[src/hdl/pwop_regs.svh]
`ifndef PWOP_REGS_SVH
`define PWOP_REGS_SVH
// ----------------------------------------
// Register byte offsets
// ----------------------------------------
`define PWOP_STAMP_CFG 8'hac
`define PWOP_STAMP_A   8'hb0
`define PWOP_STAMP_B   8'hb4
`define PWOP_GEN_CFG   8'hb8
`define PWOP_FORCE     8'hbc
`define PWOP_ACT_A     8'hc0
`define PWOP_ACT_B     8'hc4
// ----------------------------------------
// Field positions
// ----------------------------------------
`define PWOP_SA_MOM    3:0
`define PWOP_SB_MOM    7:4
`define PWOP_SA_PEND   8
`define PWOP_SB_PEND   9
`define PWOP_CFG_MOM   3:0
`define PWOP_T0_SEL    6:4
`define PWOP_T1_SEL    9:7
`define PWOP_HOLD_MOM  5:0
`define PWOP_A_HOLD    7:6
`define PWOP_B_HOLD    9:8
`define PWOP_A_TRIG    10
`define PWOP_A_ONE     12:11
`define PWOP_B_TRIG    13
`define PWOP_B_ONE     15:14
`define PWOP_ACT_BITS  23:0
`define PWOP_DOWN_BASE 12
// ----------------------------------------
// Reset values
// ----------------------------------------
`define PWOP_RST_WORD  32'h0000_0000
`define PWOP_RST_BIT   1'b0
`endif

[src/hdl/pwop_pkg.sv]
package pwop_pkg;
  // Action and force level codes.
  typedef enum logic [1:0] {ACT_KEEP, ACT_LOW, ACT_HIGH, ACT_TOGGLE} pwop_act_type;
  // Extra event source codes; codes above none also select nothing.
  typedef enum logic [2:0] {SRC_F0, SRC_F1, SRC_F2, SRC_SYNC, SRC_NONE} pwop_src_type;
endpackage

[src/hdl/pwop_shadow.sv]
`timescale 1ns/1ps
`include "pwop_regs.svh"
// Shadow and active copy pair with a selectable transfer moment.
module pwop_shadow #(
  parameter int W  = 16,
  parameter int MW = 4
) (
  input  wire logic          clk_sys,
  input  wire logic          reset,
  input  wire logic          wr,
  input  wire logic [W-1:0]  wdata,
  input  wire logic [MW-1:0] moment,
  input  wire logic [MW-2:0] moment_evt,
  output logic      [W-1:0]  shadow,
  output logic      [W-1:0]  active,
  output logic               pending
);
  import pwop_pkg::*;
  logic xfer;  // Copy shadow to active this cycle.
  // Zero copies at once, the top bit blocks, other bits wait for their event.
  assign xfer = pending & ~moment[MW-1]
              & ((moment[MW-2:0] == '0) | (|(moment[MW-2:0] & moment_evt)));
  // Shadow copy follows software writes.
  always_ff @(posedge clk_sys or posedge reset) begin
    if (reset) begin
      shadow <= '0;
    end else if (wr) begin
      shadow <= wdata;
    end
  end
  // Active copy takes the shadow at the first selected moment.
  always_ff @(posedge clk_sys or posedge reset) begin
    if (reset) begin
      active <= '0;
    end else if (xfer) begin
      active <= shadow;
    end
  end
  // A write wins over a transfer in the same cycle, so no value is lost.
  always_ff @(posedge clk_sys or posedge reset) begin
    if (reset) begin
      pending <= `PWOP_RST_BIT;
    end else begin
      pending <= wr | (pending & ~xfer);
    end
  end
endmodule // pwop_shadow

[src/hdl/pwop_action.sv]
`timescale 1ns/1ps
`include "pwop_regs.svh"
// Action logic for one output: event actions, one-off force and hold force.
module pwop_action (
  input  wire logic                  clk_sys,
  input  wire logic                  reset,
  input  wire logic                  dir_up,
  input  wire logic [5:0]            events,
  input  wire logic [23:0]           actions,
  input  wire pwop_pkg::pwop_act_type hold_level,
  input  wire logic                  oneoff,
  input  wire pwop_pkg::pwop_act_type oneoff_level,
  output logic                       out
);
  import pwop_pkg::*;
  pwop_act_type code;      // Winning event action.
  logic         next_out;  // Next output level.
  // Later events win: t1 over t0 over compare B, A, period, zero.
  always_comb begin
    code = ACT_KEEP;
    for (int i = 0; i < 6; i++) begin
      if (events[i]) begin
        code = pwop_act_type'(dir_up ? actions[2*i +: 2]
                                     : actions[`PWOP_DOWN_BASE + 2*i +: 2]);
      end
    end
  end
  // Apply the action, then one-off force, then hold force on top.
  always_comb begin
    case (code)
      ACT_LOW:    next_out = 1'b0;
      ACT_HIGH:   next_out = 1'b1;
      ACT_TOGGLE: next_out = ~out;
      default:    next_out = out;
    endcase
    if (oneoff && oneoff_level == ACT_LOW) begin
      next_out = 1'b0;
    end else if (oneoff && oneoff_level == ACT_HIGH) begin
      next_out = 1'b1;
    end
    if (hold_level == ACT_LOW) begin
      next_out = 1'b0;
    end else if (hold_level == ACT_HIGH) begin
      next_out = 1'b1;
    end
  end
  // Output register.
  always_ff @(posedge clk_sys or posedge reset) begin
    if (reset) begin
      out <= `PWOP_RST_BIT;
    end else begin
      out <= next_out;
    end
  end
endmodule // pwop_action

[src/hdl/pwop_top.sv]
`timescale 1ns/1ps
`include "pwop_regs.svh"
// ----------------------------------------
// PWM operator action logic
// ----------------------------------------
// Operation
// - Pending flag set on write, cleared on copy
// - Stamp copy: zero now, zero/period/sync, block
// - Extra event source: faults, sync, none
// - Action copy: zero now, zero/period/sync, block
// - One-off force level: low, high, else off
// - Inverting trigger bit fires one force
// - Hold force level: low, high, else off
// - Hold copy: zero, period, A, B, sync, block
// - Timer equal active stamp raises compare event
// - Action codes: keep, low, high, toggle
// - Output A down-count actions per event
// - Output A up-count actions per event
// - Output B own up and down actions
module pwop_top #(
  parameter int TW = 16
) (
  input  wire logic          clk_sys,
  input  wire logic          reset,
  input  wire logic          psel,
  input  wire logic          penable,
  input  wire logic          pwrite,
  input  wire logic [7:0]    paddr,
  input  wire logic [31:0]   pwdata,
  output logic      [31:0]   prdata,
  output logic               pready,
  output logic               pslverr,
  input  wire logic [TW-1:0] timer_value,
  input  wire logic          timer_step,
  input  wire logic          timer_dir_up,
  input  wire logic          timer_zero_event,
  input  wire logic          timer_period_event,
  input  wire logic          sync_event,
  input  wire logic [2:0]    fault_event,
  output logic               output_a,
  output logic               output_b
);
  import pwop_pkg::*;

  // ----------------------------------------
  // Bus decode
  // ----------------------------------------
  logic        hit;          // Address maps to a register.
  logic        wr_en;        // Write takes effect this edge.
  logic        wr_stamp_a;   // Write to stamp A shadow.
  logic        wr_stamp_b;   // Write to stamp B shadow.
  logic        wr_act_a;     // Write to output A actions.
  logic        wr_act_b;     // Write to output B actions.
  logic [31:0] rd_mux;       // Read value before the data flop.

  // Register contents held here.
  logic [31:0] stamp_update_config;     // Stamp transfer moments.
  logic [31:0] generator_config;        // Moments and sources.
  logic [31:0] software_force_control;  // Force settings.

  // Shadow and active copies.
  logic [TW-1:0] stamp_a_shadow;  // Stamp A as written.
  logic [TW-1:0] stamp_b_shadow;  // Stamp B as written.
  logic [TW-1:0] stamp_a_active;  // Stamp A in use.
  logic [TW-1:0] stamp_b_active;  // Stamp B in use.
  logic          stamp_a_pending; // Stamp A awaits its copy.
  logic          stamp_b_pending; // Stamp B awaits its copy.
  logic [23:0]   act_a_shadow;    // Output A actions as written.
  logic [23:0]   act_b_shadow;    // Output B actions as written.
  logic [23:0]   act_a_active;    // Output A actions in use.
  logic [23:0]   act_b_active;    // Output B actions in use.
  logic          act_a_pending;   // Output A actions await copy.
  logic          act_b_pending;   // Output B actions await copy.
  logic [3:0]    hold_shadow;     // Hold levels as written.
  logic [3:0]    hold_active;     // Hold levels in use.

  // ----------------------------------------
  // Events
  // ----------------------------------------
  logic compare_a_event;   // Timer equals active stamp A.
  logic compare_b_event;   // Timer equals active stamp B.
  logic extra_event_zero;  // First extra event.
  logic extra_event_one;   // Second extra event.
  logic trig_a;            // Stored one-off trigger for A.
  logic trig_b;            // Stored one-off trigger for B.
  logic oneoff_a;          // One-off force pulse for A.
  logic oneoff_b;          // One-off force pulse for B.
  logic [5:0] events;      // Events in priority order.

  // ----------------------------------------
  // APB slave
  // ----------------------------------------

  // The slave never waits; unmapped addresses answer with an error.
  assign hit = (paddr == `PWOP_STAMP_CFG) || (paddr == `PWOP_STAMP_A)
            || (paddr == `PWOP_STAMP_B) || (paddr == `PWOP_GEN_CFG)
            || (paddr == `PWOP_FORCE) || (paddr == `PWOP_ACT_A)
            || (paddr == `PWOP_ACT_B);
  assign pready  = 1'b1;
  assign pslverr = psel & penable & ~hit;
  assign wr_en   = psel & penable & pwrite & hit;

  // Strobes into the shadow copies.
  assign wr_stamp_a = wr_en & (paddr == `PWOP_STAMP_A);
  assign wr_stamp_b = wr_en & (paddr == `PWOP_STAMP_B);
  assign wr_act_a   = wr_en & (paddr == `PWOP_ACT_A);
  assign wr_act_b   = wr_en & (paddr == `PWOP_ACT_B);

  // Read mux; stamp pending flags are read only and merged in here.
  always_comb begin
    rd_mux = `PWOP_RST_WORD;
    case (paddr)
      `PWOP_STAMP_CFG: begin
        rd_mux = stamp_update_config;
        rd_mux[`PWOP_SA_PEND] = stamp_a_pending;
        rd_mux[`PWOP_SB_PEND] = stamp_b_pending;
      end
      `PWOP_STAMP_A: rd_mux[TW-1:0] = stamp_a_shadow;
      `PWOP_STAMP_B: rd_mux[TW-1:0] = stamp_b_shadow;
      `PWOP_GEN_CFG: rd_mux = generator_config;
      `PWOP_FORCE:   rd_mux = software_force_control;
      `PWOP_ACT_A:   rd_mux[`PWOP_ACT_BITS] = act_a_shadow;
      `PWOP_ACT_B:   rd_mux[`PWOP_ACT_BITS] = act_b_shadow;
      default:       rd_mux = `PWOP_RST_WORD;
    endcase
  end

  // Read data are caught in the setup cycle and shown in the access cycle.
  always_ff @(posedge clk_sys or posedge reset) begin
    if (reset) begin
      prdata <= `PWOP_RST_WORD;
    end else if (psel && !penable && !pwrite) begin
      prdata <= rd_mux;
    end
  end

  // Stamp configuration keeps only the two moment fields.
  always_ff @(posedge clk_sys or posedge reset) begin
    if (reset) begin
      stamp_update_config <= `PWOP_RST_WORD;
    end else if (wr_en && paddr == `PWOP_STAMP_CFG) begin
      stamp_update_config <= `PWOP_RST_WORD;
      stamp_update_config[`PWOP_SA_MOM] <= pwdata[`PWOP_SA_MOM];
      stamp_update_config[`PWOP_SB_MOM] <= pwdata[`PWOP_SB_MOM];
    end
  end

  // Generator configuration; source fields act at once.
  always_ff @(posedge clk_sys or posedge reset) begin
    if (reset) begin
      generator_config <= `PWOP_RST_WORD;
    end else if (wr_en && paddr == `PWOP_GEN_CFG) begin
      generator_config <= `PWOP_RST_WORD;
      generator_config[`PWOP_CFG_MOM] <= pwdata[`PWOP_CFG_MOM];
      generator_config[`PWOP_T0_SEL]  <= pwdata[`PWOP_T0_SEL];
      generator_config[`PWOP_T1_SEL]  <= pwdata[`PWOP_T1_SEL];
    end
  end

  // Force control; hold levels reach the outputs via their shadow.
  // Trigger bits are not stored here, so they always read back as zero.
  always_ff @(posedge clk_sys or posedge reset) begin
    if (reset) begin
      software_force_control <= `PWOP_RST_WORD;
    end else if (wr_en && paddr == `PWOP_FORCE) begin
      software_force_control <= `PWOP_RST_WORD;
      software_force_control[`PWOP_A_HOLD]   <= pwdata[`PWOP_A_HOLD];
      software_force_control[`PWOP_B_HOLD]   <= pwdata[`PWOP_B_HOLD];
      software_force_control[`PWOP_A_ONE]    <= pwdata[`PWOP_A_ONE];
      software_force_control[`PWOP_B_ONE]    <= pwdata[`PWOP_B_ONE];
      software_force_control[`PWOP_HOLD_MOM] <= pwdata[`PWOP_HOLD_MOM];
    end
  end

  // ----------------------------------------
  // One-off force triggers
  // ----------------------------------------

  // Only a change of the trigger bit fires; its value means nothing.
  assign oneoff_a = wr_en && paddr == `PWOP_FORCE
                  && (pwdata[`PWOP_A_TRIG] != trig_a);
  assign oneoff_b = wr_en && paddr == `PWOP_FORCE
                  && (pwdata[`PWOP_B_TRIG] != trig_b);

  // Stored trigger bits, compared against each new write.
  always_ff @(posedge clk_sys or posedge reset) begin
    if (reset) begin
      trig_a <= `PWOP_RST_BIT;
      trig_b <= `PWOP_RST_BIT;
    end else if (wr_en && paddr == `PWOP_FORCE) begin
      trig_a <= pwdata[`PWOP_A_TRIG];
      trig_b <= pwdata[`PWOP_B_TRIG];
    end
  end

  // ----------------------------------------
  // Event generation
  // ----------------------------------------

  // Compare events fire on a timer step that lands on the active stamp.
  assign compare_a_event = timer_step & (timer_value == stamp_a_active);
  assign compare_b_event = timer_step & (timer_value == stamp_b_active);

  // Source selection for the extra events; none and unused codes stay low.
  function automatic logic pick_source(input logic [2:0] sel,
                                       input logic [2:0] fault,
                                       input logic       sync);
    case (pwop_src_type'(sel))
      SRC_F0:   pick_source = fault[0];
      SRC_F1:   pick_source = fault[1];
      SRC_F2:   pick_source = fault[2];
      SRC_SYNC: pick_source = sync;
      default:  pick_source = 1'b0;
    endcase
  endfunction

  assign extra_event_zero = pick_source(generator_config[`PWOP_T0_SEL], fault_event, sync_event);
  assign extra_event_one  = pick_source(generator_config[`PWOP_T1_SEL], fault_event, sync_event);

  // Events from lowest to highest priority.
  assign events = {extra_event_one, extra_event_zero, compare_b_event,
                   compare_a_event, timer_period_event, timer_zero_event};

  // ----------------------------------------
  // Shadow copies
  // ----------------------------------------

  // Stamp A: zero, period and sync moments.
  pwop_shadow #(.W(TW), .MW(4)) u_stamp_a (
    .clk_sys    (clk_sys),
    .reset      (reset),
    .wr         (wr_stamp_a),
    .wdata      (pwdata[TW-1:0]),
    .moment     (stamp_update_config[`PWOP_SA_MOM]),
    .moment_evt ({sync_event, timer_period_event, timer_zero_event}),
    .shadow     (stamp_a_shadow),
    .active     (stamp_a_active),
    .pending    (stamp_a_pending)
  );

  // Stamp B: same moments, own field.
  pwop_shadow #(.W(TW), .MW(4)) u_stamp_b (
    .clk_sys    (clk_sys),
    .reset      (reset),
    .wr         (wr_stamp_b),
    .wdata      (pwdata[TW-1:0]),
    .moment     (stamp_update_config[`PWOP_SB_MOM]),
    .moment_evt ({sync_event, timer_period_event, timer_zero_event}),
    .shadow     (stamp_b_shadow),
    .active     (stamp_b_active),
    .pending    (stamp_b_pending)
  );

  // Output A actions follow the generator configuration moment.
  pwop_shadow #(.W(24), .MW(4)) u_act_a (
    .clk_sys    (clk_sys),
    .reset      (reset),
    .wr         (wr_act_a),
    .wdata      (pwdata[`PWOP_ACT_BITS]),
    .moment     (generator_config[`PWOP_CFG_MOM]),
    .moment_evt ({sync_event, timer_period_event, timer_zero_event}),
    .shadow     (act_a_shadow),
    .active     (act_a_active),
    .pending    (act_a_pending)
  );

  // Output B actions follow the same moment.
  pwop_shadow #(.W(24), .MW(4)) u_act_b (
    .clk_sys    (clk_sys),
    .reset      (reset),
    .wr         (wr_act_b),
    .wdata      (pwdata[`PWOP_ACT_BITS]),
    .moment     (generator_config[`PWOP_CFG_MOM]),
    .moment_evt ({sync_event, timer_period_event, timer_zero_event}),
    .shadow     (act_b_shadow),
    .active     (act_b_active),
    .pending    (act_b_pending)
  );

  // Hold levels: zero, period, compare A, compare B and sync moments.
  pwop_shadow #(.W(4), .MW(6)) u_hold (
    .clk_sys    (clk_sys),
    .reset      (reset),
    .wr         (wr_en && paddr == `PWOP_FORCE),
    .wdata      ({pwdata[`PWOP_B_HOLD], pwdata[`PWOP_A_HOLD]}),
    .moment     (software_force_control[`PWOP_HOLD_MOM]),
    .moment_evt ({sync_event, compare_b_event, compare_a_event,
                  timer_period_event, timer_zero_event}),
    .shadow     (hold_shadow),
    .active     (hold_active),
    .pending    ()
  );

  // ----------------------------------------
  // Output action units
  // ----------------------------------------

  // Output A: up set in the low half, down set in the high half.
  pwop_action u_out_a (
    .clk_sys      (clk_sys),
    .reset        (reset),
    .dir_up       (timer_dir_up),
    .events       (events),
    .actions      (act_a_active),
    .hold_level   (pwop_act_type'(hold_active[1:0])),
    .oneoff       (oneoff_a),
    .oneoff_level (pwop_act_type'(pwdata[`PWOP_A_ONE])),
    .out          (output_a)
  );

  // Output B: its own fields.
  pwop_action u_out_b (
    .clk_sys      (clk_sys),
    .reset        (reset),
    .dir_up       (timer_dir_up),
    .events       (events),
    .actions      (act_b_active),
    .hold_level   (pwop_act_type'(hold_active[3:2])),
    .oneoff       (oneoff_b),
    .oneoff_level (pwop_act_type'(pwdata[`PWOP_B_ONE])),
    .out          (output_b)
  );
endmodule // pwop_top

[config.mk]
export PLATFORM = sky130hd
export DESIGN_NAME = pwop_top
export DESIGN_NICKNAME = d
export VERILOG_FILES = /design/src/hdl/pwop_pkg.sv /design/src/hdl/pwop_shadow.sv /design/src/hdl/pwop_action.sv /design/src/hdl/pwop_top.sv
export VERILOG_INCLUDE_DIRS = /design/src /design/src/hdl
export SDC_FILE = /design/constraint.sdc
export NUM_CORES = 1
export LEC_CHECK = 0
export BUFFER_PORTS_ARGS = -buffer_cell sky130_fd_sc_hd__buf_4
export CAP_MARGIN = 20
export CORE_UTILIZATION = 50
export CTS_BUF_LIST = sky130_fd_sc_hd__clkbuf_4 sky130_fd_sc_hd__clkbuf_8
export CTS_CLUSTER_SIZE = 12
export DETAILED_ROUTE_END_ITERATION = 6
export PLACE_DENSITY = 0.69
export SYNTH_ARGS = -nofsm -noshare
export SYNTH_HDL_FRONTEND = slang
export SYNTH_HIERARCHICAL = 1
export SYNTH_SLANG_ARGS = --single-unit
[constraint.sdc]
create_clock -name clk_sys -period 5.4 [get_ports clk_sys]
set_input_delay 0 -clock clk_sys [delete_from_list [all_inputs] [get_ports clk_sys]]
set_output_delay 0 -clock clk_sys [all_outputs]
set_load 0.01 [all_outputs]
=== Word level (Yosys, flattened, before mapping) ===
Cells that the tools add are included.

* Bits in registers: 233
* Latch bits: 0
* Memory bits (writable): 0
* Memory bits (read-only): 0
* Bits of input ports: 69
* Word-level logic and storage cells: 173
* Memories kept: 0

* $add $sub $neg: 0
* Multiply operators: 0
* Divide/modulo/power cells: 0
* $lt $le $gt $ge: 0
* Equality and inequality tests: 31
* Shift-type cells: 0
* Muxes and demuxes: 38
* Bitwise operators: 50
* Reductions and logical operators: 31

{| class="wikitable"
|+ Operator list
! kind !! count
|-
| case mux 16 bit (7 select lines) || 1
|-
| equality test 8 bit, second input constant || 7
|-
| two-way mux 2 bit || 24
|-
| equality test 16 bit || 2
|-
| bitwise AND 1 bit || 25
|-
| equality test 2 bit, second input constant || 8
|-
| case mux 8 bit (2 select lines) || 1
|-
| zero test 3 bit || 5
|-
| nonzero test 7 bit || 2
|-
| equality test 2 x 1 -> 1 bit, second input constant || 6
|-
| equality test 3 x 2 -> 1 bit, second input constant || 4
|-
| NOT 1 bit || 12
|-
| logical AND 1 bit || 11
|-
| bitwise AND 3 bit || 3
|-
| OR 1 bit || 9
|-
| OR reduction 3 bit || 3
|-
| two-way mux 1 bit || 8
|-
| case mux 1 bit (4 select lines) || 2
|-
| equality test 3 x 1 -> 1 bit, second input constant || 2
|-
| logical OR 1 bit || 6
|-
| case mux 1 bit (3 select lines) || 2
|-
| bitwise AND 5 bit || 1
|-
| zero test 5 bit || 1
|-
| OR reduction 5 bit || 1
|-
| 2 further kinds || 4
|}

=== Depth between registers and ports, before layout ===
Gate-level depths: netlist (run 1).

* Depth after elaboration: 15
* Gate-level depth with buffers: 12
* Depth with buffers taken out: 10

=== By module ===
Netlist (run 1), hierarchy kept.

{| class="wikitable"
|+ Modules (own cells, without submodules)
! module !! times used !! cells an instance !! area an instance (µm²) !! seq. area each (µm²)
|-
| pwop_top || 1 || 354 || 3763.6 || 1451.4
|-
| pwop_shadow at u_act_a ... || 2 || 110 || 1870.5 || 1226.2
|-
| pwop_shadow at u_stamp_a ... || 2 || 76 || 1275.0 || 825.8
|-
| pwop_action at u_out_b || 1 || 55 || 430.4 || 25.0
|-
| pwop_shadow at u_hold || 1 || 28 || 389.1 || 225.2
|-
| pwop_action at u_out_a || 1 || 40 || 349.1 || 25.0
|}

=== Worst setup path before layout (run 1) ===
No wires, ideal clock.

* Path type: register to register
* From: register u_stamp_a.active[8]
* To: register u_out_b.out
* Arrival: 2683 ps
* Data required time: 5272 ps
* Setup slack: 2589 ps
* Cell stages (with the launch flop): 11
* Clock period less this slack: 2811 ps
* Path through: dfrtp_1 > xor2_1 > nor4_1 > nand4_1 > nor4_1 > or2b_2 > o32ai_1 > o21ai_2 > a211oi_2 > o32ai_1 > a21oi_1

* Cells in the longest elaborated chain, start to end: 12
* Elaborated cells between the ends (all ways): 15

{| class="wikitable"
|+ Ends and longest elaborated chain
! what !! RTL line !! RTL
|-
| start: declaration || pwop_shadow.sv:15 || <nowiki>output logic [W-1:0] active,</nowiki>
|-
| start signal: assignment || pwop_shadow.sv:36 || <nowiki>active <= shadow;</nowiki>
|-
| equality test 16 bit (*) || pwop_top.sv:201 || <nowiki>assign compare_a_event = timer_step & (timer_value == stamp_a_active);</nowiki>
|-
| bitwise AND 1 bit (*) || pwop_top.sv:201 ||
|-
| net compare_a_event || pwop_top.sv:80 || <nowiki>logic compare_a_event;</nowiki>
|-
| two-way mux 2 bit (*) (4 in series) || pwop_action.sv:22 || <nowiki>if (events[i]) begin</nowiki>
|-
| equality test 2 bit / equality test 2 x 1 -> 1 bit (equally long branches) || pwop_action.sv:30 || <nowiki>case (code)</nowiki>
|-
| case mux 1 bit (3 select lines) || pwop_action.sv:30 ||
|-
| two-way mux 1 bit || pwop_action.sv:38 || <nowiki>end else if (oneoff && oneoff_level == ACT_HIGH) begin</nowiki>
|-
| two-way mux 1 bit || pwop_action.sv:36 || <nowiki>if (oneoff && oneoff_level == ACT_LOW) begin</nowiki>
|-
| two-way mux 1 bit || pwop_action.sv:43 || <nowiki>end else if (hold_level == ACT_HIGH) begin</nowiki>
|-
| two-way mux 1 bit || pwop_action.sv:41 || <nowiki>if (hold_level == ACT_LOW) begin</nowiki>
|-
| end signal: assignment || pwop_action.sv:50 || <nowiki>out <= `PWOP_RST_BIT;</nowiki>
|-
| end signal: assignment || pwop_action.sv:52 || <nowiki>out <= next_out;</nowiki>
|-
| end: declaration || pwop_action.sv:13 || <nowiki>output logic out</nowiki>
|}

The timed path passes the listed nets; every way through them passes the cells marked *.
A chain may end at the register's enable or synchronous reset.

=== Worst setup path after layout (run 1) ===
* From: input port paddr[1]
* To: register u_act_b.shadow[2]

* Cells in the longest elaborated chain, start to end: 9
* Elaborated cells between the ends (all ways): 15

{| class="wikitable"
|+ Ends and longest elaborated chain
! what !! RTL line !! RTL
|-
| start: declaration || pwop_top.sv:28 || <nowiki>input wire logic [7:0] paddr,</nowiki>
|-
| equality test 8 bit || - ||
|-
| logical OR 1 bit (6 in series) || pwop_top.sv:95 || <nowiki>assign hit = (paddr == `PWOP_STAMP_CFG) || (paddr == `PWOP_STAMP_A)</nowiki>
|-
| bitwise AND 1 bit || pwop_top.sv:101 || <nowiki>assign wr_en = psel & penable & pwrite & hit;</nowiki>
|-
| bitwise AND 1 bit (*) || pwop_top.sv:107 || <nowiki>assign wr_act_b = wr_en & (paddr == `PWOP_ACT_B);</nowiki>
|-
| net wr_act_b || pwop_top.sv:53 || <nowiki>logic wr_act_b;</nowiki>
|-
| end signal: assignment || pwop_shadow.sv:28 || <nowiki>shadow <= wdata;</nowiki>
|-
| end: declaration || pwop_shadow.sv:14 || <nowiki>output logic [W-1:0] shadow,</nowiki>
|}

Marked as above.

==> impl_metrics.env, run 1 <==
export IMPL_outcome="completed"
export IMPL_grt_pass1_wl_microns=46980
export IMPL_critPathLaunchType="primary input"
export IMPL_synth_xor_area_share_pct=2.731
export IMPL_fin_util_pct=60.90
export IMPL_core_area_sq_um=21890
export IMPL_synth_commonest_cells="dfrtp_1, mux2_2, nor2_1"
export IMPL_arrival_ps=3570
export IMPL_track_usage_pct=26.53
export IMPL_port_buffers=87
export IMPL_die_w_microns=151.8
export IMPL_synthTopCellsByArea="dfrtp_1, mux2_2, xnor2_1"
export IMPL_ys_ff_latch=233
export IMPL_synth_top_area_share_pct=51.95
export IMPL_netlist_instances=849
export IMPL_grt_max_degree=50
export IMPL_switching_share_pct=23.92
export IMPL_yosysTopAreaCell="dfrtp_1"
export IMPL_finalHoldViolCount=0
export IMPL_skew_ps=23.26
export IMPL_synthMuxAreaShare_pct=24.86
export IMPL_vias=7696
export IMPL_drt_iter0_markers=677
export IMPL_ant_nets=0
export IMPL_avgViaCountPerCell=5.943
export IMPL_final_setup_tns_ps=0
export IMPL_fill_cells=1816
export IMPL_first_global_vias=7940
export IMPL_die_h_microns=151.8
export IMPL_finalWirelength_microns=29900
export IMPL_syn_to_final_growth_pct=18.78
export IMPL_syn_area_per_cell_sq_um=13.22
export IMPL_synth_simple_area_share_pct=6.589
export IMPL_drt_pass1_iter_count=6
export IMPL_drc=0
export IMPL_cp_end_kind="flip-flop"
export IMPL_finalWorstSetupSlack_ps=2234
export IMPL_min_path_type="in2async"
export IMPL_pwr_share_comb_pct=7.8
export IMPL_internal_power_mw=2.899
export IMPL_final_area_sq_um=13330
export IMPL_rsz0062_at_grt="no"
export IMPL_finalCritPeriodShare_pct=58.62
export IMPL_antenna_cells=0
export IMPL_row_count=54
export IMPL_synth_area_sq_um=11220
export IMPL_hold_ws_ps=30.24
export IMPL_root_buffer="clkbuf_8"
export IMPL_peakVddDrop_mv=0.2286
export IMPL_synthArstFlopShare_pct=100.0
export IMPL_post_place_ws_ps=2278
export IMPL_path_max_fanout=25
export IMPL_relSlewSlack_pct=24.52
export IMPL_p_per_area_nw_per_um2=285.8
export IMPL_antenna_found_initial=0
export IMPL_synth_fa_ha_area_share_pct=0.2230
export IMPL_clkPwrFrac_pct=44.9
export IMPL_dpl_instance_area_sq_um=12100
export IMPL_synth_compound_area_share_pct=9.922
export IMPL_start_util_pct=51.27
export IMPL_ys_seq_area_share_pct=51.95
export IMPL_layout_nets=1058
export IMPL_layout_cells_non_filler=1295
export IMPL_gp_congestion=0.9197
export IMPL_dp_cells=1190
export IMPL_numCtsBuffers=40
export IMPL_synth_top_family_by_area="multiplexers"
export IMPL_cap_violations=0
export IMPL_worst_skew_pair_late_latency_ps=530
export IMPL_synth_distinct_cells=73
export IMPL_fmax_mhz=315.9
export IMPL_drive_gt1_share_pct=42.66
export IMPL_synth_most_common_cell="dfrtp_1"
export IMPL_post_route_min_period_ps=3166
export IMPL_gr_total_overflow=0
export IMPL_total_power_mw=3.811
export IMPL_pwr_share_seq_pct=47.3
export IMPL_dieArea_sq_um=23050
export IMPL_ctsResizeCount=0
export IMPL_synth_warnings=6
export IMPL_tritoncts="yes"
export IMPL_slew_viol_final=0
export IMPL_ioPinCount=105
export IMPL_synth_edf_count=0
export IMPL_htreeDepth=2
export IMPL_dp_hpwl_microns=20840
export IMPL_clock_sinks=233
export IMPL_p_switching_mw=0.9117
export IMPL_tightestPinTransition_ps=1132
export IMPL_clkTransAtPathRegs_ps=60
export IMPL_cts_buffer_depth=3
export IMPL_cp_required_ps=5810
export IMPL_setup_violations=0
export IMPL_synth_flop_cell="dfrtp_1"
export IMPL_path_class="in2reg"
export IMPL_avgRoutedWirePerCell_microns=23.09
export IMPL_leakagePower_nw=6.355
per-layer routing:
metal	part of all wire, %	vias up	GRT usage, %
met2	46	253	41.56
met3	5.6	56	3.822
li1	-	3421	-
met4	2.7	0	8.714
met1	45	3966	38.02
met5	0	-	0
registers in the layout (all words and copies together), names as in the netlist, 4 cells and up:
register / cells
generator_config: 10
stamp_update_config: 8
u_stamp_b/shadow: 16
u_stamp_a/shadow: 16
prdata: 24
u_act_b/shadow: 24
software_force_control: 14
u_act_a/active: 24
u_stamp_a/active: 16
u_act_b/active: 24
u_act_a/shadow: 24
u_hold/shadow: 4
u_hold/active: 4
u_stamp_b/active: 16
worst paths after layout:
| kind | from | to | slack, ps | cells past startpoint |
|---|---|---|---|---|
| worst min register to register | u_hold/shadow[0]$_DFFE_PP0P_ | u_hold/active[0]$_DFFE_PP0P_ | 480 | 1 |
| max in group asynchronous | reset | u_stamp_b/active[3]$_DFFE_PP0P_ | 4070 | 5 |
| worst max-delay path | paddr[1] | u_act_b/shadow[2]$_DFFE_PP0P_ | 2230 | 8 |
| worst max register to register | u_stamp_b/active[11]$_DFFE_PP0P_ | u_out_b/out$_DFFE_PP0P_ | 2490 | 11 |
| min in group clk_sys | timer_period_event | u_hold/pending$_DFF_PP0_ | 40 | 4 |
| worst min-delay path | reset | u_act_a/active[8]$_DFFE_PP0P_ | 30 | 3 |
placed cells by master (no fill, tap or decap), types with 7 or more instances in the layout:
master	instances
dfrtp_1	233
mux2_2	208
buf_4	103
clkbuf_8	53
nor2_1	35
dlygate4sd3_1	33
xnor2_1	25
inv_1	24
a21oi_1	21
mux2i_1	20
a22o_1	19
a221oi_1	17
nand2_1	14
xor2_1	10
o21ai_0	10
clkbuf_4	10
mux2_4	9
a211oi_1	9
conb_1	9
nor4_1	8
a222oi_1	8
nor2b_1	7
a22oi_1	7
layout make-up:
class	instances	area (sq um)	area share, %
Clock inverter	7	60.06	0.4505
Tap cell	280	350.3	2.628
Inverter	27	101.3	0.7602
Multi-Input combinational cell	547	5041	37.81
Timing Repair Buffer	138	1144	8.578
Clock buffer	63	804.5	6.035
Sequential cell	233	5831	43.74
critical path, stage by stage:
cell,delay (ps)
dlygate4sd3_1,550
buf_4,170
nor4_2,510
buf_4,270
and2_1,550
o31ai_1,320
nor2b_4,770
mux2_2,420
power by group through the flow:
stage	Sequential (mW)	Combinational (mW)	Clock, mW
2_1_floorplan	1.84	0.127	0
3_3_place_gp	1.83	0.272	0
3_5_place_dp	1.83	0.276	0
4_1_cts	1.80	0.296	1.74
5_1_grt	1.81	0.323	1.83
6_report	1.80	0.298	1.71
repair_timing:
action	CTS	global route
hold endpoints to repair	327	0
hold buffers	33	0
buffers inserted	0	0
cells by family (layout without fill, tap and decap cells):
kind of cell	after synthesis	in the layout
buffers and inverters	76	235
other	2	9
adder cells (fa/ha/maj)	2	2
AND/OR/NAND/NOR	123	123
XOR/XNOR	35	35
multiplexers	245	245
AO/OA/AOI/OAI	133	133
flip-flops	233	233
No activity file was read; power rests on OpenSTA's default activity.
==> inputs of run 2 (changes only) <==
Settings changed: ABC_AREA set to 1, PLACE_DENSITY 0.69 to 0.71.
Clock period 5.4 ns to 2.7 ns, I/O delays scaled along.
==> run 2 against run 1 <==
First-iteration DRC count increased by 57%. Sequential cell count unchanged. Sequential share of layout area decreased by 2.1 points. Register-to-register slack got worse by 2100 ps. Clock skew about the same. Power increased by 92%. Global-route usage increased by 3.1 points. Final area increased by 5.0%. Clock-buffer cell count increased by 1. Cell count increased by 59%. Synthesized area increased by 8.4%. Die area increased by 8.3%.
==> impl_metrics.env, run 2 <==
export IMPL_outcome="completed"
export IMPL_start_util_pct=51.35
export IMPL_synth_flop_cell="dfrtp_1"
export IMPL_worst_skew_pair_late_latency_ps=560
export IMPL_setup_violations=0
export IMPL_rsz0062_at_grt="no"
export IMPL_tightestPinTransition_ps=904.0
export IMPL_synth_distinct_cells=45
export IMPL_path_class="reg2reg"
export IMPL_syn_to_final_growth_pct=15.14
export IMPL_reg2reg_to="u_out_b/out$_DFFE_PP0P_"
export IMPL_fmax_mhz=433.0
export IMPL_finalHoldViolCount=0
export IMPL_ys_ff_latch=233
export IMPL_dp_cells=1960
export IMPL_synth_edf_count=0
export IMPL_numCtsBuffers=40
export IMPL_gp_congestion=0.9073
export IMPL_core_area_sq_um=23680
export IMPL_avgRoutedWirePerCell_microns=17.21
export IMPL_row_count=56
export IMPL_cp_end_kind="flip-flop"
export IMPL_layout_cells_non_filler=2061
export IMPL_fill_cells=2211
export IMPL_whs_path_depth=8
export IMPL_dieArea_sq_um=24950
export IMPL_synth_most_common_cell="nand2_1"
export IMPL_synthTopCellsByArea="dfrtp_1, nand2_1, nand3_1"
export IMPL_vias=10978
export IMPL_antenna_found_initial=0
export IMPL_whs_endpoint="software_force_control[14]$_DFFE_PP0P_"
export IMPL_finalWirelength_microns=35470
export IMPL_avgViaCountPerCell=5.327
export IMPL_port_buffers=87
export IMPL_layout_nets=1786
export IMPL_ctsResizeCount=0
export IMPL_ff2ff_path_depth=17
export IMPL_synth_area_sq_um=12160
export IMPL_yosysTopAreaCell="dfrtp_1"
export IMPL_drc=0
export IMPL_ioPinCount=105
export IMPL_drt_pass1_iter_count=6
export IMPL_skew_ps=23.02
export IMPL_regToRegStartpoint="u_stamp_a/active[4]$_DFFE_PP0P_"
export IMPL_synth_top_area_share_pct=47.94
export IMPL_die_w_microns=158.0
export IMPL_htreeDepth=2
export IMPL_drive_gt1_share_pct=16.19
export IMPL_grt_max_degree=50
export IMPL_clkTransAtPathRegs_ps=60
export IMPL_gr_total_overflow=0
export IMPL_first_global_vias=10476
export IMPL_hold_buffers=28
export IMPL_ys_seq_area_share_pct=47.94
export IMPL_post_route_min_period_ps=2309
export IMPL_final_cell_mix="nand2_1, dfrtp_1, nand3_1, buf_4, inv_1"
export IMPL_dp_hpwl_microns=23760
export IMPL_p_per_area_nw_per_um2=521.6
export IMPL_drt_iter0_markers=1061
export IMPL_cp_required_ps=3140
export IMPL_cap_violations=0
export IMPL_min_from="paddr[2]"
export IMPL_synthArstFlopShare_pct=100.0
export IMPL_grt_pass1_wl_microns=56500
export IMPL_leakagePower_nw=7.787
export IMPL_peakVddDrop_mv=0.3395
export IMPL_layout_commonest_cell="nand2_1"
export IMPL_min_path_type="in2reg"
export IMPL_track_usage_pct=29.67
export IMPL_reg2reg_slack_ps=390
export IMPL_dpl_instance_area_sq_um=12840
export IMPL_final_setup_tns_ps=0
export IMPL_syn_area_per_cell_sq_um=7.611
export IMPL_cts_setup_buffers=0
export IMPL_arrival_ps=2750
export IMPL_finalCritPeriodShare_pct=85.53
export IMPL_synth_warnings=6
export IMPL_ant_nets=0
export IMPL_root_buffer="clkbuf_8"
export IMPL_final_area_sq_um=14000
export IMPL_path_max_fanout=5
export IMPL_tritoncts="yes"
export IMPL_synth_commonest_cells="nand2_1, dfrtp_1, nand3_1"
export IMPL_antenna_cells=0
export IMPL_netlist_instances=1598
export IMPL_critPathLaunchType="flip-flop"
export IMPL_relSlewSlack_pct=39.67
export IMPL_slew_viol_final=0
export IMPL_cts_buffer_depth=3
export IMPL_die_h_microns=158.0
export IMPL_clock_sinks=233
==> run 2: cell families (layout without fill, tap and decap cells) <==
family	count (synthesis)	count (layout)	share of synthesized area, %
and+or+nand+nor	1094	1094	39.52
buffers and inverters	188	325	8.158
adders and majority gates	2	2	0.2057
AOI/OAI and AO/OA	70	70	3.467
other	2	9	0.06175
xor gates and xnor gates	9	9	0.6482
DFF	233	233	47.94
==> run 2: metal layers <==
metal | GRT usage [%] | wire length [microns] | vias up
met4 | 8.883 | 800 | 0
met2 | 45.86 | 16040 | 507
met5 | 0 | 0 | -
li1 | - | - | 5206
met3 | 4.216 | 3190 | 65
met1 | 43.21 | 15450 | 5200
==> run 2: how the worst max path moves through the flow <==
| stage | slack, ps | end | cells past startpoint | start |
|---|---|---|---|---|
| detailed placement | 450 | u_out_b/out$_DFFE_PP0P_ | 17 | u_stamp_a/active[4]$_DFFE_PP0P_ |
| floorplan | 710 | u_out_b/out$_DFFE_PP0P_ | 15 | u_stamp_b/active[1]$_DFFE_PP0P_ |
| global route | 50 | u_out_b/out$_DFFE_PP0P_ | 19 | u_stamp_a/active[7]$_DFFE_PP0P_ |
| finish | 390 | u_out_b/out$_DFFE_PP0P_ | 17 | u_stamp_a/active[4]$_DFFE_PP0P_ |
| CTS | 420 | u_out_b/out$_DFFE_PP0P_ | 17 | u_stamp_a/active[4]$_DFFE_PP0P_ |
| global placement | 460 | u_out_b/out$_DFFE_PP0P_ | 17 | u_stamp_a/active[4]$_DFFE_PP0P_ |
==> run 2: through the flow <==
step           hold WS [ps]  util, %  total power, mW  setup slack [ps]
2_1_floorplan        -271.3        -            3.823             713.6
3_3_place_gp         -69.39    54.23            4.050             459.7
3_5_place_dp         -67.76    54.23            4.053             447.4
4_1_cts               26.99    58.83            7.341             424.3
5_1_grt               124.1    59.13            7.555             54.89
6_report              67.49    59.13            7.304             390.8
==> run 2: worst max-delay path, stage by stage, from the launching register on <==
cell      delay (ps)
dfrtp_1          400
inv_1             60
nand2_1           40
a221oi_1         320
nand2_1          110
nor2_1           110
buf_4            190
inv_1             80
a21oi_1          140
a21oi_1           80
nand2_1           70
nand2_1           50
nand2_1           50
nand2_1           70
nor3_1           230
nor2_1            60
nand2_1           60
nand2_1           50
==> run 2: layout make-up <==
cell class / instances / area (sq um) / share of cell area [%]
multi-input combinational: 1184 / 5371 / 38.36
clock buffer: 64 / 780.7 / 5.575
sequential: 233 / 5831 / 41.64
inverter: 117 / 439.2 / 3.136
clock inverter: 5 / 28.78 / 0.2055
tap: 319 / 399.1 / 2.850
timing repair buffer: 139 / 1154 / 8.238
==> run 2: power by group <==
group          leakage [nW]  total [mW]  switching (mW)  internal (mW)
clock                 0.439        3.27            1.44           1.83
sequential             3.24        3.54          0.0180           3.52
combinational          4.11       0.501           0.309          0.192
